<file path="config.mk">
export PLATFORM = sky130hd
export DESIGN_NAME = chd_top
export DESIGN_NICKNAME = d
export VERILOG_FILES = /design/src/hdl/chd_pkg.sv /design/src/hdl/chd_lenclamp.sv /design/src/hdl/chd_fifo.sv /design/src/hdl/chd_top.sv
export SDC_FILE = /design/constraint.sdc
export NUM_CORES = 1
export LEC_CHECK = 0
export BUFFER_PORTS_ARGS = -buffer_cell sky130_fd_sc_hd__buf_2
export CAP_MARGIN = 5
export CELL_PAD_IN_SITES_DETAIL_PLACEMENT = 1
export CELL_PAD_IN_SITES_GLOBAL_PLACEMENT = 2
export CORE_ASPECT_RATIO = 1.2
export CORE_MARGIN = 2
export CORE_UTILIZATION = 37
export CTS_CLUSTER_SIZE = 14
export DETAILED_ROUTE_END_ITERATION = 10
export PLACE_DENSITY = 0.89
export SLEW_MARGIN = 20
export SYNTH_ARGS = -nofsm -noshare
export SYNTH_HDL_FRONTEND = slang
export SYNTH_HIERARCHICAL = 1
export SYNTH_SLANG_ARGS = --single-unit
</file>
<file path="constraint.sdc">
create_clock -name MCLK -period 4.8 [get_ports MCLK]
set_input_delay 0 -clock MCLK [delete_from_list [all_inputs] [get_ports MCLK]]
set_output_delay 0 -clock MCLK [all_outputs]
set_load 0.05 [all_outputs]
</file>
<file path="src/hdl/chd_pkg.sv">
// Constants shared by the cyclic data handshake block.
// Assumes a single 100 MHz clock and a classic Wishbone register port.
package chd_pkg;
   // ************************************************************
   // Widths
   // ************************************************************
   localparam int CNT_W    = 8;
   localparam int SERIAL_W = 24;
   localparam int LEN_W    = 16;
   localparam int CODE_W   = 3;
   localparam int WB_AW    = 4;

   // ************************************************************
   // Payload sizes and their configuration codes
   // ************************************************************
   localparam logic [LEN_W-1:0]  SZ_8     = 16'h0008;
   localparam logic [LEN_W-1:0]  SZ_16    = 16'h0010;
   localparam logic [LEN_W-1:0]  SZ_32    = 16'h0020;
   localparam logic [LEN_W-1:0]  SZ_64    = 16'h0040;
   localparam logic [LEN_W-1:0]  SZ_128   = 16'h0080;
   localparam logic [LEN_W-1:0]  SZ_240   = 16'h00F0;
   localparam logic [CODE_W-1:0] CODE_8   = 3'h0;
   localparam logic [CODE_W-1:0] CODE_16  = 3'h1;
   localparam logic [CODE_W-1:0] CODE_32  = 3'h2;
   localparam logic [CODE_W-1:0] CODE_64  = 3'h3;
   localparam logic [CODE_W-1:0] CODE_128 = 3'h4;
   localparam logic [CODE_W-1:0] RES_CODE_RST = CODE_16;
   localparam logic [CODE_W-1:0] PRM_CODE_RST = CODE_16;

   // ************************************************************
   // Control and confirmation byte bits
   // ************************************************************
   localparam int ACT_BIT  = 0;
   localparam int MODE_BIT = 1;
   localparam int OVF_BIT  = 6;

   // ************************************************************
   // Register map
   // ************************************************************
   localparam logic [WB_AW-1:0] ADR_CFG    = 4'h0;
   localparam logic [WB_AW-1:0] ADR_RESULT = 4'h4;
   localparam logic [WB_AW-1:0] ADR_LINK   = 4'h8;
   localparam int CFG_RES_LSB  = 0;
   localparam int CFG_PRM_LSB  = 4;
   localparam int RES_CNT_LSB  = 24;
   localparam int LNK_ICNT_LSB = 8;
   localparam int LNK_OCNF_LSB = 16;
   localparam int LNK_OACK_LSB = 24;

   typedef enum logic [0:0] {PRM_IDLE, PRM_PEND} chd_prm_type;
endpackage

</file>
<file path="src/hdl/chd_lenclamp.sv">
// Decodes a payload size code and clamps a length to that size.
// Purely combinational; the caller registers the result.
`timescale 1ns/10ps
`default_nettype none
module chd_lenclamp (
   // Configuration
   input  wire logic [chd_pkg::CODE_W-1:0] code,
   // Length
   input  wire logic [chd_pkg::LEN_W-1:0]  len_in,
   output logic      [chd_pkg::LEN_W-1:0]  len_out
);
   logic [chd_pkg::LEN_W-1:0] size;

   always_comb begin
      case (code)
         chd_pkg::CODE_8:   size = chd_pkg::SZ_8;
         chd_pkg::CODE_16:  size = chd_pkg::SZ_16;
         chd_pkg::CODE_32:  size = chd_pkg::SZ_32;
         chd_pkg::CODE_64:  size = chd_pkg::SZ_64;
         chd_pkg::CODE_128: size = chd_pkg::SZ_128;
         // Unused codes fall back to the largest area
         default:           size = chd_pkg::SZ_240;
      endcase
      len_out = (len_in > size) ? size : len_in;
   end
endmodule
`default_nettype wire

</file>
<file path="src/hdl/chd_fifo.sv">
// Small first-in first-out buffer with valid and ready on both sides.
// Same clock and reset as its user.
`timescale 1ns/10ps
`default_nettype none
module chd_fifo #(
   parameter int W     = 8,
   parameter int DEPTH = 2
) (
   // Clock and reset
   input  wire logic         clk,
   input  wire logic         rst_n,
   // Fill side
   input  wire logic         s_valid,
   output logic             s_ready,
   input  wire logic [W-1:0] s_data,
   // Drain side
   output logic             m_valid,
   input  wire logic         m_ready,
   output logic      [W-1:0] m_data
);
   localparam int AW = (DEPTH > 1) ? $clog2(DEPTH) : 1;
   localparam int CW = $clog2(DEPTH + 1);

   typedef struct packed {
      logic [DEPTH-1:0][W-1:0] mem;
      logic [AW-1:0]           wp;
      logic [AW-1:0]           rp;
      logic [CW-1:0]           cnt;
      logic                    rdy;
   } chd_fifo_type;

   chd_fifo_type s_r;
   chd_fifo_type s_nxt;
   logic         push;
   logic         pop;

   assign s_ready = s_r.rdy;
   assign m_valid = (s_r.cnt != '0);
   assign m_data  = s_r.mem[s_r.rp];

   always_comb begin
      s_nxt = s_r;
      push  = s_valid && s_r.rdy;
      pop   = m_valid && m_ready;
      if (push) begin
         s_nxt.mem[s_r.wp] = s_data;
         s_nxt.wp = (s_r.wp == AW'(DEPTH - 1)) ? '0 : s_r.wp + 1'b1;
      end
      if (pop) begin
         s_nxt.rp = (s_r.rp == AW'(DEPTH - 1)) ? '0 : s_r.rp + 1'b1;
      end
      if (push && !pop) begin
         s_nxt.cnt = s_r.cnt + 1'b1;
      end else if (pop && !push) begin
         s_nxt.cnt = s_r.cnt - 1'b1;
      end
      // Registered so that the fill side sees a flop
      s_nxt.rdy = (s_nxt.cnt != CW'(DEPTH));
   end

   always_ff @(posedge clk or negedge rst_n) begin
      if (!rst_n) begin
         s_r     <= '0;
         s_r.rdy <= 1'b1;
      end else begin
         s_r <= s_nxt;
      end
   end
endmodule
`default_nettype wire

</file>
<file path="src/hdl/chd_top.sv">
// Device end of the cyclic process-data handshake: result publishing
// toward the controller and new-data detection from the controller.
// Assumes the controller image arrives as same-clock logic signals.
//
// Operation
// - Two modes: simple and acknowledged
// - Sender bumps counter on every new transfer
// - Device reflects input activation and mode bits
// - Input counter increments per result published while the input channel is active
// - Simple mode ignores controller acknowledge counter
// - Device reflects output activation and mode bits
// - Changed output counter means new data
// - Result serial increments per result, wraps
// - Result length holds valid payload byte count
// - Result area size selectable, default sixteen
// - Parameter area size selectable, length precedes
// - Mode bit set selects acknowledged mode
// - Receiver echoes last counter as acknowledge
// - Sender waits for matching acknowledge counter
// - Pending results queue while awaiting acknowledge
//
// Our own choices: register access over Wishbone and the register addresses.
`timescale 1ns/10ps
`default_nettype none
module chd_top #(
   parameter int BUF_DEPTH = 2
) (
   // Clock and reset
   input  wire logic                          MCLK,
   input  wire logic                          RESETN,
   // Wishbone slave
   input  wire logic                          WB_CYC_I,
   input  wire logic                          WB_STB_I,
   input  wire logic                          WB_WE_I,
   input  wire logic [chd_pkg::WB_AW-1:0]     WB_ADR_I,
   input  wire logic [3:0]                    WB_SEL_I,
   input  wire logic [31:0]                   WB_DAT_I,
   output logic      [31:0]                   WB_DAT_O,
   output logic                               WB_ACK_O,
   // Results from the evaluation logic
   input  wire logic                          RES_VALID,
   output logic                               RES_READY,
   input  wire logic                          RES_PASS,
   input  wire logic                          RES_FAIL,
   input  wire logic [chd_pkg::LEN_W-1:0]     RES_LEN,
   // Published result frame
   output logic                               RES_NEW,
   output logic      [chd_pkg::SERIAL_W-1:0]  RESULT_SERIAL,
   output logic                               RES_PASS_OUT,
   output logic                               RES_FAIL_OUT,
   output logic      [chd_pkg::LEN_W-1:0]     RES_LEN_OUT,
   // Input channel, controller side
   input  wire logic [chd_pkg::CNT_W-1:0]     IN_SYNC_CONTROL,
   input  wire logic [chd_pkg::CNT_W-1:0]     IN_ACKNOWLEDGE_COUNTER,
   output logic      [chd_pkg::CNT_W-1:0]     IN_SYNC_CONFIRM_BYTE,
   output logic      [chd_pkg::CNT_W-1:0]     IN_TRANSFER_COUNTER,
   // Output channel, controller side
   input  wire logic [chd_pkg::CNT_W-1:0]     OUT_SYNC_CONTROL,
   input  wire logic [chd_pkg::CNT_W-1:0]     OUT_TRANSFER_COUNTER,
   input  wire logic [chd_pkg::LEN_W-1:0]     PRM_LEN,
   output logic      [chd_pkg::CNT_W-1:0]     OUT_SYNC_CONFIRM_BYTE,
   output logic      [chd_pkg::CNT_W-1:0]     OUT_ACKNOWLEDGE_COUNTER,
   // New parameter data toward the device logic
   output logic                               PRM_VALID,
   input  wire logic                          PRM_READY,
   output logic      [chd_pkg::LEN_W-1:0]     PRM_LEN_OUT
);
   localparam int BW = chd_pkg::LEN_W + 2;

   typedef struct packed {
      logic [chd_pkg::CODE_W-1:0]   cfg_res;
      logic [chd_pkg::CODE_W-1:0]   cfg_prm;
      logic                         wb_ack;
      logic [31:0]                  wb_dat;
      logic                         res_new;
      logic [chd_pkg::SERIAL_W-1:0] serial;
      logic                         pass;
      logic                         fail;
      logic [chd_pkg::LEN_W-1:0]    res_len;
      logic                         ovf;
      logic [chd_pkg::CNT_W-1:0]    in_conf;
      logic [chd_pkg::CNT_W-1:0]    in_cnt;
      logic [chd_pkg::CNT_W-1:0]    out_conf;
      logic [chd_pkg::CNT_W-1:0]    out_ack;
      logic [chd_pkg::CNT_W-1:0]    out_seen;
      logic [chd_pkg::CNT_W-1:0]    prm_cnt;
      chd_pkg::chd_prm_type         prm_st;
      logic                         prm_valid;
      logic [chd_pkg::LEN_W-1:0]    prm_len;
   } chd_state_type;

   chd_state_type             s_r;
   chd_state_type             s_nxt;
   logic                      buf_valid;
   logic                      buf_ready;
   logic [BW-1:0]             buf_data;
   logic                      fifo_ready;
   logic [chd_pkg::LEN_W-1:0] res_len_clamp;
   logic [chd_pkg::LEN_W-1:0] prm_len_clamp;
   logic                      in_en;
   logic                      in_ack_mode;
   logic                      out_en;
   logic                      wait_ack;
   logic                      wb_req;
   logic [chd_pkg::WB_AW-1:0] wb_off;
   logic [31:0]               rd_data;
   logic                      wb_wr;
   logic                      publish;
   logic                      prm_new;

   // ************************************************************
   // Result queue
   // ************************************************************
   // Holds results while the controller has not acknowledged yet
   chd_fifo #(
      .W     (BW),
      .DEPTH (BUF_DEPTH)
   ) u_res_buf (
      .clk     (MCLK),
      .rst_n   (RESETN),
      .s_valid (RES_VALID),
      .s_ready (fifo_ready),
      .s_data  ({RES_PASS, RES_FAIL, RES_LEN}),
      .m_valid (buf_valid),
      .m_ready (buf_ready),
      .m_data  (buf_data)
   );

   chd_lenclamp u_res_len (
      .code    (s_r.cfg_res),
      .len_in  (buf_data[chd_pkg::LEN_W-1:0]),
      .len_out (res_len_clamp)
   );

   chd_lenclamp u_prm_len (
      .code    (s_r.cfg_prm),
      .len_in  (PRM_LEN),
      .len_out (prm_len_clamp)
   );

   // ************************************************************
   // Channel decode
   // ************************************************************
   assign in_en       = IN_SYNC_CONTROL[chd_pkg::ACT_BIT];
   assign in_ack_mode = in_en && IN_SYNC_CONTROL[chd_pkg::MODE_BIT];
   assign out_en      = OUT_SYNC_CONTROL[chd_pkg::ACT_BIT];
   // Simple mode never looks at the acknowledge counter
   assign wait_ack    = in_ack_mode && (IN_ACKNOWLEDGE_COUNTER != s_r.in_cnt);
   assign buf_ready   = !wait_ack;
   assign wb_req      = WB_CYC_I && WB_STB_I;
   assign wb_off      = {WB_ADR_I[chd_pkg::WB_AW-1:2], 2'h0};
   // One result leaves the queue per cycle; in acknowledged mode it
   // waits until the controller has echoed the current counter
   assign publish     = buf_valid && buf_ready;
   // Only looked at while idle; a change made during a pending transfer is taken after it
   assign prm_new     = out_en && (OUT_TRANSFER_COUNTER != s_r.out_seen);

   // ************************************************************
   // Bus decode
   // ************************************************************
   // A write lands on the edge that samples ack high, where the master
   // completes the cycle, so an abandoned request writes nothing
   assign wb_wr       = wb_req && s_r.wb_ack && WB_WE_I && WB_SEL_I[0];

   // ************************************************************
   // Register read data
   // ************************************************************
   always_comb begin
      rd_data = 32'h0;
      // Unmapped offsets read as zero and ignore writes
      case (wb_off)
         chd_pkg::ADR_CFG: begin
            rd_data[chd_pkg::CFG_RES_LSB +: chd_pkg::CODE_W] = s_r.cfg_res;
            rd_data[chd_pkg::CFG_PRM_LSB +: chd_pkg::CODE_W] = s_r.cfg_prm;
         end
         chd_pkg::ADR_RESULT: begin
            rd_data[chd_pkg::SERIAL_W-1:0]                  = s_r.serial;
            rd_data[chd_pkg::RES_CNT_LSB +: chd_pkg::CNT_W] = s_r.in_cnt;
         end
         chd_pkg::ADR_LINK: begin
            rd_data[chd_pkg::CNT_W-1:0]                      = s_r.in_conf;
            rd_data[chd_pkg::LNK_ICNT_LSB +: chd_pkg::CNT_W] = s_r.in_cnt;
            rd_data[chd_pkg::LNK_OCNF_LSB +: chd_pkg::CNT_W] = s_r.out_conf;
            rd_data[chd_pkg::LNK_OACK_LSB +: chd_pkg::CNT_W] = s_r.out_ack;
         end
         default: begin
            rd_data = 32'h0;
         end
      endcase
   end

   // ************************************************************
   // Next state
   // ************************************************************
   always_comb begin
      s_nxt = s_r;

      // Bus: one wait state, ack dropped right after it was given
      s_nxt.wb_ack = wb_req && !s_r.wb_ack;
      s_nxt.wb_dat = rd_data;
      if (wb_wr && (wb_off == chd_pkg::ADR_CFG)) begin
         s_nxt.cfg_res = WB_DAT_I[chd_pkg::CFG_RES_LSB +: chd_pkg::CODE_W];
         s_nxt.cfg_prm = WB_DAT_I[chd_pkg::CFG_PRM_LSB +: chd_pkg::CODE_W];
      end

      // Input channel confirmation mirrors the controller's request
      s_nxt.in_conf = 8'h00;
      if (in_en) begin
         s_nxt.in_conf[chd_pkg::ACT_BIT]  = 1'b1;
         s_nxt.in_conf[chd_pkg::MODE_BIT] = IN_SYNC_CONTROL[chd_pkg::MODE_BIT];
      end
      // Source had to stall because the queue was full; cleared by disabling
      // No result is lost: the source simply waits on RES_READY
      s_nxt.ovf = in_en && (s_r.ovf || (in_ack_mode && RES_VALID && !fifo_ready));
      s_nxt.in_conf[chd_pkg::OVF_BIT] = s_nxt.ovf;

      // Publish the next queued result
      s_nxt.res_new = 1'b0;
      if (publish) begin
         s_nxt.res_new = 1'b1;
         s_nxt.serial  = s_r.serial + 1'b1;
         s_nxt.pass    = buf_data[BW-1];
         s_nxt.fail    = buf_data[BW-2];
         s_nxt.res_len = res_len_clamp;
         // Disabled channel: data still published, counter left alone
         // The counter is eight bits and wraps to zero on overflow
         if (in_en) begin
            s_nxt.in_cnt = s_r.in_cnt + 8'h01;
         end
      end

      // Output channel confirmation
      s_nxt.out_conf = 8'h00;
      if (out_en) begin
         s_nxt.out_conf[chd_pkg::ACT_BIT]  = 1'b1;
         s_nxt.out_conf[chd_pkg::MODE_BIT] = OUT_SYNC_CONTROL[chd_pkg::MODE_BIT];
      end

      // Output channel: a changed counter announces new data
      case (s_r.prm_st)
         chd_pkg::PRM_IDLE: begin
            if (!out_en) begin
               // Activation alone must not look like a transfer
               s_nxt.out_seen = OUT_TRANSFER_COUNTER;
            end else if (prm_new) begin
               s_nxt.prm_cnt   = OUT_TRANSFER_COUNTER;
               s_nxt.prm_len   = prm_len_clamp;
               s_nxt.prm_valid = 1'b1;
               s_nxt.prm_st    = chd_pkg::PRM_PEND;
            end
         end
         chd_pkg::PRM_PEND: begin
            // The echo is given only once the consumer has taken the data
            if (PRM_READY) begin
               s_nxt.prm_valid = 1'b0;
               s_nxt.out_seen  = s_r.prm_cnt;
               s_nxt.out_ack   = s_r.prm_cnt;
               s_nxt.prm_st    = chd_pkg::PRM_IDLE;
            end
         end
         default: begin
            s_nxt.prm_st = chd_pkg::PRM_IDLE;
         end
      endcase
   end

   // ************************************************************
   // State register
   // ************************************************************
   always_ff @(posedge MCLK or negedge RESETN) begin
      // Size codes start at the sixteen-byte default; all else clears
      if (!RESETN) begin
         s_r         <= '0;
         s_r.cfg_res <= chd_pkg::RES_CODE_RST;
         s_r.cfg_prm <= chd_pkg::PRM_CODE_RST;
         s_r.prm_st  <= chd_pkg::PRM_IDLE;
      end else begin
         s_r <= s_nxt;
      end
   end

   // ************************************************************
   // Outputs
   // ************************************************************
   // Every output is a state flop; RES_READY is the queue's registered
   // not-full flag, so no path runs combinationally to a pin
   assign WB_DAT_O                = s_r.wb_dat;
   assign WB_ACK_O                = s_r.wb_ack;
   assign RES_READY               = fifo_ready;
   assign RES_NEW                 = s_r.res_new;
   assign RESULT_SERIAL           = s_r.serial;
   assign RES_PASS_OUT            = s_r.pass;
   assign RES_FAIL_OUT            = s_r.fail;
   assign RES_LEN_OUT             = s_r.res_len;
   assign IN_SYNC_CONFIRM_BYTE    = s_r.in_conf;
   assign IN_TRANSFER_COUNTER     = s_r.in_cnt;
   assign OUT_SYNC_CONFIRM_BYTE   = s_r.out_conf;
   assign OUT_ACKNOWLEDGE_COUNTER = s_r.out_ack;
   assign PRM_VALID               = s_r.prm_valid;
   assign PRM_LEN_OUT             = s_r.prm_len;
endmodule
`default_nettype wire

</file>
==> results_dict.tcl <==
set metrics [dict create \
    vias_per_cell 4.82 \
    rsz0062_at_grt "false" \
    reg2reg_setup_slack_ns 1.51 \
    grt_pass1_wl_um 34700 \
    swShare 0.396 \
    critPathMaxFanout 19 \
    synth_compound_area_frac 0.0626 \
    num-nets-final 989 \
    cp-end-kind "flop" \
    slew-limit-headroom 0.334 \
    wl_um 21100 \
    critPathKind "reg2reg" \
    yosysTopAreaCellShare 0.481 \
    met2_usage 0.310 \
    hpwlAfterDp_um 14500 \
    dieArea_um2 25900 \
    route.detailed.drc 0 \
    ff2ff_path_depth 8 \
    post-cts-setup-buffers 0 \
    cts.repair.resized 0 \
    final-hold-violation-count 0 \
    die_x_um 147 \
    die_h_um 176 \
    synth_mux_area_frac 0.152 \
    power_w 0.00593 \
    synth_top_family_by_area "multiplexers" \
    clockBufferDepth 2 \
    fillers 2614 \
    synth_area_um2 9100 \
    synth_area_leaders "dfrtp_1, mux2_2, buf_4" \
    tightestPinTransition_ns 0.998 \
    drtIter0Drc 158 \
    cellLeakagePower_nw 5.16 \
    p_clk_frac 0.247 \
    synthToLayoutAreaGrowth_pct 15.1 \
    cts_hold_buffers 47 \
    cts_root_buf "clkbuf_16" \
    final_area_um2 10500 \
    num_io_pins 239 \
    worstPathArrival_ns 3.60 \
    syn_inst 740 \
    finalSetupViolations 0 \
    coreArea_um2 24000 \
    outcome "finished, final reports clean" \
    start_util 0.378 \
    async_flop_share 1.00 \
    use_met1 0.194 \
    p_int_w 0.00358 \
    ys_seq_area_frac 0.490 \
    synth_adder_area_share 0.0234 \
    post_dp_cell_area_um2 9390 \
    antenna_cells 0 \
    grt-busiest-layer "met2" \
    drv_cap 0 \
    ys.flop_type "dfrtp_1" \
    powerDensity_nw_per_um2 566 \
    grt_max_degree 68 \
    avgSynthCellArea_um2 12.3 \
    h-tree-depth 4 \
    grt_pass1_vias 6450 \
    cts_tree "built" \
    postLayoutCoreUtil 0.436 \
    final.min_clock_period_ns 3.29 \
    switchingPower_w 0.00235 \
    portBuffers 184 \
    cts_sinks 178 \
    clk_pin_slew_ns 0.07 \
    antenna_found_initial 0 \
    multi_input_area_um2 3510 \
    hp-class "in2reg" \
    seqPwrFrac 0.381 \
    yosys.area.top_type "dfrtp_1" \
    synth_edf_count 0 \
    post-route-period-util 0.685 \
    cp.required_ns 5.12 \
    via_count 5745 \
    clk_latency_ns 0.43 \
    final_common_cell "buf_2" \
    cts-buffers-inserted 17 \
    drv_slew 0 \
    antenna_left 0 \
    yosys.area_share.simple 0.0901 \
    gp_congestion 0.746 \
    layout_common_cells "buf_2, dfrtp_1, mux2_2" \
    wl_per_cell_um 17.7 \
    start_kind "flop" \
    grt_overflow 0 \
    ir_worst_vdd_v 0.000325 \
    max_freq_mhz 304 \
    synth-seq-cells 178 \
    grt_use_total 0.170 \
    firstDrtPassIters 4 \
    drive_above_1_share 0.401 \
    ys_types 51 \
    placementRows 62 \
    yosysWarnings 6 \
    synthXorXnorAreaFrac 0.0472 \
    regArea_um2 4460 \
    pwr-share-comb 0.372 \
    min_path_cells 3 \
    tns_ns 0 \
    use_met3 0.0397 \
    finalClockSkew_ns 0.0107 \
]
[metal layers]
layer  vias up  share of wire
met5         -              0
li1       2655              -
met2       144           0.52
met4         0          0.022
met3        34          0.045
met1      2912           0.41
[worst paths after layout]
check / endpoint / from
worst max-delay path: RES_LEN_OUT[7]$_DFFE_PN0P_ / u_res_buf/s_r[3]$_DFFE_PN0P_
worst min register to register: WB_ACK_O$_DFF_PN0_ / WB_ACK_O$_DFF_PN0_
min in group asynchronous: RES_PASS_OUT$_DFFE_PN0P_ / RESETN
max in group asynchronous: s_r[23]$_DFFE_PN0P_ / RESETN
worst max register to register: RES_LEN_OUT[7]$_DFFE_PN0P_ / u_res_buf/s_r[3]$_DFFE_PN0P_
worst min-delay path: s_r[17]$_DFF_PN0_ / PRM_READY
[state kept, by name, summed over array words and instances (netlist names), 2 cells and up]
name                     count
IN_SYNC_CONFIRM_BYTE         3
IN_TRANSFER_COUNTER          8
OUT_ACKNOWLEDGE_COUNTER      8
OUT_SYNC_CONFIRM_BYTE        2
PRM_LEN_OUT                 16
RESULT_SERIAL               24
RES_LEN_OUT                 16
WB_DAT_O                    32
s_r                         23
u_res_buf/s_r               40
[cell type report]
cell class	instances	share of cell area
Clock inverter	15	0.0184
Timing Repair Buffer	234	0.136
Tap cell	320	0.0382
Clock buffer	17	0.0406
Multi-Input combinational cell	410	0.335
Sequential cell	178	0.426
Inverter	18	0.00645
[power groups by stage]
stage	registers (W)	clock network, W	logic (W)
after CTS	0.00226	0.00151	0.00223
after global placement	0.00226	0	0.00214
after floorplan	0.00220	0	0.00200
after detailed placement	0.00229	0	0.00219
after global routing	0.00233	0.00157	0.00237
final	0.00226	0.00146	0.00221
[stage by stage]
stage | hold WS (ns) | worst slack (ns) | cells
after floorplan | -0.296 | 1.90 | 764
after global placement | 0.0482 | 1.55 | 1113
after detailed placement | 0.0532 | 1.50 | 1113
after CTS | 0.0167 | 1.47 | 1192
after global routing | 0.0500 | 1.33 | 1192
final | 0.0203 | 1.51 | 1192
[critical path, stage by stage, from the launching register on]
cell	delay (ns)
dfrtp_1	0.89
mux2_2	0.44
ha_1	0.30
nor2b_1	0.14
o2111a_1	0.26
a2111oi_4	0.41
a41oi_4	0.12
mux2_4	0.35
mux2_2	0.26
[kinds of logic (layout without fill, tap and decap cells)]
group / count (synthesis) / after routing
xor gates and xnor gates: 49 / 49
muxes: 119 / 119
and+or+nand+nor: 142 / 142
other: 3 / 27
buffers and inverters: 176 / 284
adders and majority gates: 17 / 17
DFF: 178 / 178
AOI/OAI and AO/OA: 56 / 56
[synth_stat cells, drive strengths merged, types with 4 or more instances]
master and count:
a21o 10, a21oi 5, a221o 8, a22o 18
and2 11, and3 30, buf 150, clkbuf 8
dfrtp 175, ha 17, inv 18, mux2 109
mux2i 10, nand2 22, nand2b 4, nand3 16
nand4 10, nor2 22, nor3 6, nor4 10
xnor2 23, xor2 26
Power figures use the tool's default switching activity.
